**src/rtl/floppy_cfg_params.svh**
```systemverilog
// Index, field and reset constants of the floppy logical device configuration bank.
// Assumes an 8-bit index/data configuration port in front of it.
`ifndef FLOPPY_CFG_PARAMS_SVH
`define FLOPPY_CFG_PARAMS_SVH

`define IDX_MODE 8'hF0
`define IDX_OPTION 8'hF1
`define IDX_DRV_TYPE 8'hF2
`define IDX_RSVD_A 8'hF3
`define IDX_DRV0 8'hF4
`define IDX_RSVD_B 8'hF5
`define IDX_TEST 8'hF8

`define RST_MODE 8'h0E
`define RST_OPTION 8'h00
`define RST_DRV_TYPE 8'hFF
`define RST_DRV0 8'h00
`define RST_TEST 8'h24

`define MODE_ENH_BIT 0
`define MODE_DMA_BIT 1
`define MODE_IF_LSB 2
`define MODE_SWAP_BIT 4
`define MODE_PUSHPULL_BIT 6
`define MODE_TRISTATE_BIT 7
`define OPT_FWP_BIT 0
`define OPT_DENS_LSB 2
`define DRV0_DT_LSB 0
`define DRV0_DRT_LSB 3
`define DRV0_PTS_BIT 6

`define MASK_MODE 8'hDF
`define MASK_OPTION 8'h0D
`define MASK_DRV0 8'h5B

`endif

```
**src/rtl/floppy_cfg_pkg.sv**
```systemverilog
// Types shared by the floppy logical device configuration bank and its users.
// Assumes nothing beyond a SystemVerilog compiler.
package floppy_cfg_pkg;
   typedef enum logic [1:0] {
      IF_ALT_SECOND = 2'b00,
      IF_ALT_FIRST = 2'b01,
      IF_RESERVED = 2'b10,
      IF_AT = 2'b11
   } iface_mode_t;
   typedef enum logic [1:0] {
      DENS_NORMAL = 2'b00,
      DENS_NORMAL_USER = 2'b01,
      DENS_FORCE_ONE = 2'b10,
      DENS_FORCE_ZERO = 2'b11
   } density_sel_t;
endpackage

```
**src/rtl/floppy_logical_device_config.sv**
```systemverilog
// Configuration register bank of the floppy logical device, plus the drive pin shaping it controls.
// Assumes the configuration port decodes the index/data pair and the logical device selection,
// and that the controller core runs on mclk; drive pins come from outside and are synchronised.
// The pin value and enable pairs are meant for pad cells that drive only while the enable is high.
`include "floppy_cfg_params.svh"

// Overview of operation
// - Registers reset only by power-on or host bus reset; soft reset leaves them alone.
// - Mode bit 0 picks normal (0, default) or enhanced second controller mode.
// - Mode bit 1 picks burst DMA (0) or non-burst DMA (1, default).
// - Mode bits 3:2 pick interface mode; 11 AT default, 10 reserved, 01, 00 alternates.
// - Mode bit 4 swaps drive-select and motor-on outputs of drives 0 and 1.
// - Mode bit 6 chooses open drain (0, default) or push-pull controller outputs.
// - Mode bit 7 set places all controller outputs in high impedance.
// - Forced write protect with a drive selected forces write protect active to core.
// - Option bits 3:2 drive density: 00/01 normal, 10 forces one, 11 forces zero.
// - Drive type register holds drive A type in 1:0, other fields storage, reset 0xFF.
// - Indices 0xF3 and 0xF5 are read-only and always read zero.
// - Drive 0 register stores type in 1:0, rate table in 4:3; bits 2,5,7 read zero.
// - Drive 0 bit 6 set disables write precompensation.
module floppy_logical_device_config
   import floppy_cfg_pkg::*;
#(
   parameter int NUM_DRIVES = 2
) (
   input wire logic mclk,
   input wire logic rst_b,
   input wire logic host_bus_reset_n,
   input wire logic soft_reset,
   input wire logic cfg_select,
   input wire logic [7:0] cfg_index,
   input wire logic cfg_wr,
   input wire logic [7:0] cfg_wdata,
   input wire logic cfg_rd,
   output logic [7:0] cfg_rdata,
   output logic cfg_rvalid,
   input wire logic [1:0] core_drive_select_n,
   input wire logic [1:0] core_motor_on_n,
   input wire logic core_density,
   input wire logic write_protect_n,
   output logic [1:0] drive_select_n_o,
   output logic [1:0] drive_select_n_oe,
   output logic [1:0] motor_on_n_o,
   output logic [1:0] motor_on_n_oe,
   output logic density_o,
   output logic density_oe,
   output logic core_write_protect_n,
   output logic status_reg_a_wp,
   output logic enhanced_mode,
   output logic dma_non_burst,
   output iface_mode_t iface_mode,
   output logic drive_swap,
   output logic outputs_push_pull,
   output logic outputs_tristate,
   output logic [1:0] drive_type_sel,
   output logic [1:0] rate_table_sel,
   output logic precomp_disable,
   output logic [7:0] drive_type_store
);

   // Elaboration checks. The pin logic is written for exactly two drives, and every
   // read-as-zero bit must be cleared by its write mask and by its reset value.
   if (NUM_DRIVES != 2) begin : g_bad_drive_count
      $error("NUM_DRIVES must be 2");
   end
   if ((`MASK_MODE & 8'h20) != 8'h00) begin : g_bad_mode_mask
      $error("Mode mask keeps the reserved bit");
   end
   if ((`MASK_OPTION & 8'hF2) != 8'h00) begin : g_bad_option_mask
      $error("Option mask keeps reserved bits");
   end
   if ((`MASK_DRV0 & 8'hA4) != 8'h00) begin : g_bad_drv0_mask
      $error("Drive 0 mask keeps read-as-zero bits");
   end
   if ((`RST_MODE & ~`MASK_MODE) != 8'h00) begin : g_bad_mode_reset
      $error("Mode reset value sets a masked bit");
   end
   if ((`RST_OPTION & ~`MASK_OPTION) != 8'h00) begin : g_bad_option_reset
      $error("Option reset value sets a masked bit");
   end
   if ((`RST_DRV0 & ~`MASK_DRV0) != 8'h00) begin : g_bad_drv0_reset
      $error("Drive 0 reset value sets a masked bit");
   end
   if (`MODE_TRISTATE_BIT > 7 || `DRV0_PTS_BIT > 7) begin : g_bad_field_pos
      $error("Field position lies outside the 8-bit register");
   end

   // Host bus reset arrives from another domain, so it is synchronised first.
   logic bus_rst_meta;
   logic bus_rst_sync;
   logic wp_meta;
   logic wp_sync;
   logic hard_reset;

   always_ff @(posedge mclk) begin
      if (!rst_b) begin
         bus_rst_meta <= 1'b0;
         bus_rst_sync <= 1'b0;
      end else begin
         bus_rst_meta <= host_bus_reset_n;
         bus_rst_sync <= bus_rst_meta;
      end
   end

   always_ff @(posedge mclk) begin
      if (!rst_b) begin
         wp_meta <= 1'b1;
         wp_sync <= 1'b1;
      end else begin
         wp_meta <= write_protect_n;
         wp_sync <= wp_meta;
      end
   end

   // Soft reset is deliberately not part of this term. Its port stays so that the bank can sit
   // beside logical devices that do use it; here it is read by nothing on purpose, since a soft
   // reset must never disturb the stored configuration.
   assign hard_reset = !rst_b || !bus_rst_sync;

   logic [7:0] mode_reg;
   logic [7:0] option_reg;
   logic [7:0] type_reg;
   logic [7:0] drv0_reg;
   logic [7:0] test_reg;
   // One strobe per register keeps the index decode in a single place; writes to the
   // reserved and unmapped indices decode to no strobe at all, so they are dropped.
   logic wr_hit;
   logic wr_mode;
   logic wr_option;
   logic wr_type;
   logic wr_drv0;
   logic wr_test;

   assign wr_hit = cfg_select && cfg_wr;
   assign wr_mode = wr_hit && (cfg_index == `IDX_MODE);
   assign wr_option = wr_hit && (cfg_index == `IDX_OPTION);
   assign wr_type = wr_hit && (cfg_index == `IDX_DRV_TYPE);
   assign wr_drv0 = wr_hit && (cfg_index == `IDX_DRV0);
   assign wr_test = wr_hit && (cfg_index == `IDX_TEST);

   always_ff @(posedge mclk) begin
      if (hard_reset) begin
         mode_reg <= `RST_MODE;
      end else if (wr_mode) begin
         mode_reg <= cfg_wdata & `MASK_MODE;
      end
   end

   always_ff @(posedge mclk) begin
      if (hard_reset) begin
         option_reg <= `RST_OPTION;
      end else if (wr_option) begin
         option_reg <= cfg_wdata & `MASK_OPTION;
      end
   end

   always_ff @(posedge mclk) begin
      if (hard_reset) begin
         type_reg <= `RST_DRV_TYPE;
      end else if (wr_type) begin
         type_reg <= cfg_wdata;
      end
   end

   always_ff @(posedge mclk) begin
      if (hard_reset) begin
         drv0_reg <= `RST_DRV0;
      end else if (wr_drv0) begin
         drv0_reg <= cfg_wdata & `MASK_DRV0;
      end
   end

   // Test bits are kept only for read-back; they steer nothing here.
   always_ff @(posedge mclk) begin
      if (hard_reset) begin
         test_reg <= `RST_TEST;
      end else if (wr_test) begin
         test_reg <= cfg_wdata;
      end
   end

   // Read data, one cycle after the strobe; unmapped indices read zero.
   // A read and a write in one cycle return the old value, since the mux sees the stored register.
   logic [7:0] next_rdata;

   always_comb begin
      case (cfg_index)
         `IDX_MODE: next_rdata = mode_reg;
         `IDX_OPTION: next_rdata = option_reg;
         `IDX_DRV_TYPE: next_rdata = type_reg;
         `IDX_DRV0: next_rdata = drv0_reg;
         `IDX_TEST: next_rdata = test_reg;
         `IDX_RSVD_A: next_rdata = 8'h00;
         `IDX_RSVD_B: next_rdata = 8'h00;
         default: next_rdata = 8'h00;
      endcase
   end

   always_ff @(posedge mclk) begin
      if (hard_reset) begin
         cfg_rdata <= 8'h00;
         cfg_rvalid <= 1'b0;
      end else begin
         cfg_rdata <= (cfg_select && cfg_rd) ? next_rdata : 8'h00;
         cfg_rvalid <= cfg_select && cfg_rd;
      end
   end

   // Core-facing settings are registered copies, so they follow a write by one more cycle.
   always_ff @(posedge mclk) begin
      if (hard_reset) begin
         enhanced_mode <= 1'b0;
         dma_non_burst <= 1'b1;
         iface_mode <= IF_AT;
         drive_swap <= 1'b0;
         outputs_push_pull <= 1'b0;
         outputs_tristate <= 1'b0;
      end else begin
         enhanced_mode <= mode_reg[`MODE_ENH_BIT];
         dma_non_burst <= mode_reg[`MODE_DMA_BIT];
         iface_mode <= iface_mode_t'(mode_reg[`MODE_IF_LSB +: 2]);
         drive_swap <= mode_reg[`MODE_SWAP_BIT];
         outputs_push_pull <= mode_reg[`MODE_PUSHPULL_BIT];
         outputs_tristate <= mode_reg[`MODE_TRISTATE_BIT];
      end
   end

   always_ff @(posedge mclk) begin
      if (hard_reset) begin
         drive_type_sel <= 2'h0;
         rate_table_sel <= 2'h0;
         precomp_disable <= 1'b0;
         drive_type_store <= `RST_DRV_TYPE;
      end else begin
         drive_type_sel <= drv0_reg[`DRV0_DT_LSB +: 2];
         rate_table_sel <= drv0_reg[`DRV0_DRT_LSB +: 2];
         precomp_disable <= drv0_reg[`DRV0_PTS_BIT];
         drive_type_store <= type_reg;
      end
   end

   // Write protect to the core, active low; a selected drive is a low select line.
   logic wp_forced;
   logic next_wp_n;

   assign wp_forced = option_reg[`OPT_FWP_BIT] && (core_drive_select_n != 2'b11);
   assign next_wp_n = !(wp_forced || !wp_sync);

   always_ff @(posedge mclk) begin
      if (hard_reset) begin
         core_write_protect_n <= 1'b1;
         status_reg_a_wp <= 1'b0;
      end else begin
         core_write_protect_n <= next_wp_n;
         status_reg_a_wp <= !next_wp_n;
      end
   end

   // Decoded mode and option fields shared by the density and pin logic.
   logic mode_swap;
   logic mode_push_pull;
   logic mode_tristate;
   density_sel_t density_code;

   assign mode_swap = mode_reg[`MODE_SWAP_BIT];
   assign mode_push_pull = mode_reg[`MODE_PUSHPULL_BIT];
   assign mode_tristate = mode_reg[`MODE_TRISTATE_BIT];
   assign density_code = density_sel_t'(option_reg[`OPT_DENS_LSB +: 2]);

   // Density level after the override code.
   logic next_density;

   always_comb begin
      case (density_code)
         DENS_FORCE_ONE: next_density = 1'b1;
         DENS_FORCE_ZERO: next_density = 1'b0;
         default: next_density = core_density;
      endcase
   end

   // Density enable follows the same output style as the drive pins.
   logic next_density_oe;

   always_comb begin
      if (mode_tristate) begin
         next_density_oe = 1'b0;
      end else if (mode_push_pull) begin
         next_density_oe = 1'b1;
      end else begin
         next_density_oe = !next_density;
      end
   end

   // Pin shaping. Open drain drives only the low level; push-pull drives both;
   // tri-state releases every pin whatever the other bits say. The pin values keep
   // following the core while released, so leaving tri-state shows no stale level.
   logic [1:0] sel_swapped;
   logic [1:0] mtr_swapped;
   logic [1:0] next_sel_oe;
   logic [1:0] next_mtr_oe;

   assign sel_swapped = mode_swap ? {core_drive_select_n[0], core_drive_select_n[1]}
                                  : core_drive_select_n;
   assign mtr_swapped = mode_swap ? {core_motor_on_n[0], core_motor_on_n[1]}
                                  : core_motor_on_n;

   genvar g;
   generate
      for (g = 0; g < NUM_DRIVES; g++) begin : g_drive_pin
         assign next_sel_oe[g] = mode_tristate ? 1'b0
                               : (mode_push_pull ? 1'b1 : !sel_swapped[g]);
         assign next_mtr_oe[g] = mode_tristate ? 1'b0
                               : (mode_push_pull ? 1'b1 : !mtr_swapped[g]);
      end
   endgenerate

   always_ff @(posedge mclk) begin
      if (hard_reset) begin
         drive_select_n_o <= 2'b11;
         drive_select_n_oe <= 2'b00;
         motor_on_n_o <= 2'b11;
         motor_on_n_oe <= 2'b00;
      end else begin
         drive_select_n_o <= sel_swapped;
         drive_select_n_oe <= next_sel_oe;
         motor_on_n_o <= mtr_swapped;
         motor_on_n_oe <= next_mtr_oe;
      end
   end

   always_ff @(posedge mclk) begin
      if (hard_reset) begin
         density_o <= 1'b1;
         density_oe <= 1'b0;
      end else begin
         density_o <= next_density;
         density_oe <= next_density_oe;
      end
   end

endmodule

```
**config.mk**
```make
export PLATFORM = sky130hd
export DESIGN_NAME = floppy_logical_device_config
export DESIGN_NICKNAME = d
export VERILOG_FILES = /design/src/rtl/floppy_cfg_pkg.sv /design/src/rtl/floppy_logical_device_config.sv
export VERILOG_INCLUDE_DIRS = /design/src /design/src/rtl
export SDC_FILE = /design/constraint.sdc
export NUM_CORES = 1
export LEC_CHECK = 0
export BUFFER_PORTS_ARGS = -buffer_cell sky130_fd_sc_hd__buf_2
export CORE_ASPECT_RATIO = 1.25
export CORE_MARGIN = 5
export CORE_UTILIZATION = 45
export CTS_CLUSTER_DIAMETER = 200
export CTS_CLUSTER_SIZE = 12
export DETAILED_ROUTE_END_ITERATION = 10
export MAX_ROUTING_LAYER = met4
export PLACE_DENSITY = 0.72
export SLEW_MARGIN = 20
export SYNTH_ARGS = -nofsm -noshare
export SYNTH_HDL_FRONTEND = slang
export SYNTH_SLANG_ARGS = --single-unit
```
**constraint.sdc**
```tcl
create_clock -name mclk -period 1.3 [get_ports mclk]
set_input_delay 0.195 -clock mclk [delete_from_list [all_inputs] [get_ports mclk]]
set_output_delay 0.195 -clock mclk [all_outputs]
set_load 0.01 [all_outputs]
```
==> metrics, run 1 <==
status finished, final reports clean; Die Area 0.00786 mm^2; DP Area 0.00329 mm^2; Cell Area, Synth 0.00278 mm^2; DRT antenna net count 0; Synth Area in Compound Gates 0.100; critical path cell sequence and2_4 -> and3_1 -> nand3_4 -> a21oi_2; grt total ovfl 0; routed length per instance 14.1 um; post-synthesis mux area share 0.0765; row count 32; most frequent cells in the layout 75 x dfxtp_1, 68 x buf_2, 39 x nand2_1; total track usage 0.174; FILL cells 576; share of cells above drive strength 1 0.363; synth warn 0; Crit Path Class reg -> reg; RSZ-0062 raised after global routing no; Pins Over Slew Limit 0; Worst EP required 1.57 ns; crit path max-delay cell type dfxtp_2; FF/Latch Area 0.00152 mm^2; R2R cell count 4; final period utilization 0.896; final hold vios 0; post_cts resized 0; Die W 80.3 um; maximum VDD drop 0.642 mV; Power per Cell Area 1250 mW/mm^2; Crit path largest cell delay 0.36 ns; total CTS buffers 9; area of the multi-input gates 0.00117 mm^2; CP startpoint bus_rst_sync; Antenna Cells 0; Fin Hold WS 0.0296 ns; Post-Synthesis Cells 269; final worst slack 0.136 ns; Via Count 2153; core area 0.00609 mm^2; first-pass GRT wire length 10000 um; Worst Setup End Kind flip-flop; area share of fa/ha/maj cells after synthesis 0.00405; Reg clk slew, reported paths 0.07 ns; GP Congestion 0.846; pre-CTS WS -0.00367 ns; flops & latches, synth 76; Synth Area in XOR/XNOR 0; final wirelength 6250 um; syn avg cell area 10.3 um^2; H-tree levels 3; Synth Area in Simple Gates 0.234; synthesis-to-finish area growth 26.5%; commonest non-fill, non-tap cell in the layout dfxtp_1; max_cap viols 0; nets 382; reg2reg end cfg_rdata[0]; HPWL after detailed placement 4680 um; clk root buf clkbuf_8; IO Port Bufs 68; crit path time final 1.16 ns; Final Power 4.40 mW; largest family of logic cells by synthesized area simple AND/OR/NAND/NOR gates; CP startpoint kind flip-flop; drt first pass iters 4; LEAKAGE 1.58 nW; Worst Setup EP cfg_rdata[0]; initial core utilization 0.457; Reg2Reg Launch Point bus_rst_sync; fmax 859 MHz; Die Y 97.9 um; Initial DRC Count 100; final core utilization 0.578; largest net degree at the start of global routing 27; worst min path class in -> reg; largest fanout on the critical path 8; initial antenna violation count 0; Ports 70; WP data arrival 1.43 ns; sequential area share after synthesis 0.547; setup bufs post-CTS 0; final instance area 0.00352 mm^2; clock sink count 76; Residual DRC 0; Hold Buf Count CTS 0; Synth Flop Type dfxtp_1; Post-synth EDFFs 0; Worst slew margin 0.742; Post-synth ARST share 0; reg-to-reg slack, setup 0.14 ns; Distinct cells, synth 43; CTS max path bufs 2; via/cell ratio 4.86; clk_skew 0.00701 ns; clock latency on the worst-skew pair 0.34 ns; vias in the first global route 2108; final setup violation count 0; slew at the pin with the worst max-slew slack 0.383 ns; net count after synthesis 298; CTS tree yes
[kinds of logic after synthesis]
logic type,after synthesis
AO/OA/AOI/OAI,41
adder cells (fa/ha/maj),1
buffers and inverters,17
flip-flops,76
multiplexers,21
AND/OR/NAND/NOR,113
[metal layers]
metal  up-vias  GRT usage  share of wire
li1       1092          -              -
met1       997      0.197           0.42
met2        49      0.279           0.50
met3        15     0.0286          0.039
met4         0      0.116          0.038
met5         -          -              0
[cell usage after synthesis (all sizes together) (2+ instances only)]
library cell | n | area [um^2]
buf | 9 | 73.8
a22oi | 7 | 52.6
or2 | 2 | 15.0
nor2b | 2 | 15.0
o21ai | 13 | 87.6
nand3 | 15 | 92.6
mux2 | 2 | 22.5
a22o | 5 | 47.6
inv | 7 | 26.3
and3 | 6 | 38.8
nor2 | 15 | 72.6
a21oi | 14 | 70.1
nand4 | 4 | 67.6
and4 | 3 | 28.8
nand2b | 13 | 81.3
nor3 | 7 | 40.0
dfxtp | 76 | 1520
mux2i | 19 | 190
nand2 | 39 | 146
and2b | 2 | 18.8
and2 | 4 | 28.8
[area by class of cell]
| type | count | share of cell area |
|---|---|---|
| sequential | 76 | 0.433 |
| multi-input combinational | 176 | 0.333 |
| timing repair buffer | 83 | 0.136 |
| clock buffer | 13 | 0.0480 |
| tap | 85 | 0.0302 |
| clock inverter | 3 | 0.0125 |
| inverter | 7 | 0.00747 |
[stage by stage]
stage                     instances  setup TNS, ns
after floorplan                 269              0
after global placement          427       -0.00540
after detailed placement        427       -0.00367
after CTS                       443              0
after global routing            443              0
final                           443              0
[worst min-delay path by stage]
stage / startpoint / end / slack [ns] / depth (start not counted)
after global placement: write_protect_n / wp_meta / 0.38 / 2
after detailed placement: write_protect_n / wp_meta / 0.38 / 2
after CTS: write_protect_n / wp_meta / 0.008 / 2
after floorplan: rst_b / wp_meta / 0.27 / 1
after global routing: write_protect_n / wp_meta / 0.03 / 2
final: write_protect_n / wp_meta / 0.03 / 2
[critical path, delay by kind of cell (launching register included)]
kind               cells  cell delay [ns]
and+or+nand+nor        3             0.58
DFF                    1             0.36
AOI/OAI and AO/OA      1             0.16
[report_power, final]
group          internal (mW)  leakage, nW  switching [mW]  total, mW
registers               2.34        0.615         0.00330       2.34
logic                 0.0927        0.854           0.117      0.210
clock network           1.05        0.110           0.804       1.85
total                   3.48         1.58           0.924       4.40
No activity file was read; power rests on OpenSTA's default activity.
==> run 2: changes to the inputs <==
SETUP_SLACK_MARGIN = 0.4   (was unset)
==> run 2 against run 1 <==
Combinational power up 39%. Utilization is 10 points higher. Register-to-register slack improved by 0.03 ns. Flip-flop and latch count stayed put. Largest power group unchanged. Highest routed layer unchanged.
==> metrics, run 2 (synthesis results as in run 1) <==
drt first pass iters 4; first-pass GRT wire length 10800 um; initial antenna violation count 0; met2 Use GR 0.298; IO Port Bufs 68; FF/Latch Area 0.00155 mm^2; CP top delay family simple AND/OR/NAND/NOR gates; Hold Buf Count CTS 0; Ports 70; total track usage 0.186; vias in the first global route 2331; slew at the pin with the worst max-slew slack 0.327 ns; GRT busiest layer met2; Power per Cell Area 1030 mW/mm^2; Die Area 0.00786 mm^2; core area 0.00609 mm^2; Worst Setup End Kind flip-flop; maximum VDD drop 1.02 mV; Cells after DPL 423; Pins Over Slew Limit 0; row count 32; Layout Cells excl Fill 456; worst min path class in -> reg; FILL cells 444; LEAKAGE 1.88 nW; grt total ovfl 0; CTS tree yes; Reg clk slew, reported paths 0.07 ns; clk root buf clkbuf_8; Antenna Cells 0; via/cell ratio 5.10; critical path cell sequence and2_4 -> and3_4 -> nand3_4 -> a21oi_2; CP startpoint kind flip-flop; most frequent cells in the layout 59 x dfxtp_1, 47 x buf_2, 26 x buf_6; DP Area 0.00328 mm^2; worst path bufs/invs 0; max_cap viols 0; GP Congestion 0.830; Die Y 97.9 um; clock sink count 76; Worst EP required 1.57 ns; routed length per instance 16.2 um; synthesis-to-finish area growth 49.4%; Via Count 2324; H-tree levels 3; WP data arrival 1.40 ns; Initial DRC Count 191; final wirelength 7380 um; Crit Path Class reg -> reg; HPWL after detailed placement 4560 um; clock latency on the worst-skew pair 0.34 ns; DRT antenna net count 0; GR Util met1 0.205; Crit path largest cell delay 0.33 ns; clk_skew 0.00477 ns; RSZ-0062 raised after global routing yes; Fin Hold WS 0.0308 ns; CTS max path bufs 2; largest fanout on the critical path 8; fmax 880 MHz; crit path time final 1.14 ns; Residual DRC 0; nets 395; grt met3 use 0.0406; final instance area 0.00415 mm^2; final setup violation count 0; final period utilization 0.874; largest net degree at the start of global routing 24; initial core utilization 0.457; area of the multi-input gates 0.00147 mm^2; crit path max-delay cell type dfxtp_2; Worst slew margin 0.782; share of cells above drive strength 1 0.566; final hold vios 0; final worst slack 0.164 ns; pre-CTS WS -0.0333 ns; Die W 80.3 um; commonest non-fill, non-tap cell in the layout dfxtp_1; status finished, final reports clean; total CTS buffers 9
run 2: cell types whose count changed in the layout (fill, tap and decap cells not counted), sizes merged:
cell	previous run	this run
buf	83	95
clkbuf	13	16
bufinv	1	0
clkinv	2	1
run 2: metal layers:
layer  up-vias  wire length (um)
met5         -                 0
met4         0               269
met3        21               381
met2        91              3810
met1      1087              2930
li1       1125                 -
run 2: worst register-to-register path: cells and delay by family (launching register included):
family,cells,cell delay (ns)
compound gates,1,0.18
flops,1,0.33
simple gates,3,0.55
run 2: per-stage QoR:
stage	utilization	setup TNS (ns)	power [mW]
4_1_cts	0.619	0	4.28
5_1_grt	0.683	0	4.45
2_1_floorplan	-	0	2.51
3_5_place_dp	0.539	-0.291	2.59
3_3_place_gp	0.539	-0.0135	2.59
6_report	0.683	0	4.27
run 2: worst paths after layout:
kind,from,endpoint,slack (ns),depth (start not counted)
min,write_protect_n,wp_meta,0.03,2
max reg2reg,bus_rst_sync,cfg_rdata[3],0.16,4
max,bus_rst_sync,cfg_rdata[3],0.16,4
min reg2reg,wp_meta,wp_sync,0.41,1
run 2: area by class of cell:
cell class | instances | area share
Clock inverter | 1 | 0.00120
Sequential cell | 76 | 0.372
Clock buffer | 15 | 0.0425
Multi-Input combinational cell | 176 | 0.355
Inverter | 7 | 0.00633
Tap cell | 85 | 0.0256
Timing Repair Buffer | 96 | 0.198
run 2: where the power goes:
group | total (mW) | switching (mW) | leakage, nW | internal (mW)
Combinational | 0.291 | 0.154 | 1.17 | 0.136
Clock | 1.64 | 0.793 | 0.0937 | 0.851
Sequential | 2.34 | 0.00377 | 0.618 | 2.34
run 2: what timing repair did:
item / in CTS / in global routing
setup buffers: 6 / 8
pin swaps: 5 / 15
gates resized for setup: 52 / 73
cloned: 2 / 1
endpoints found under the setup margin: 108 / 108
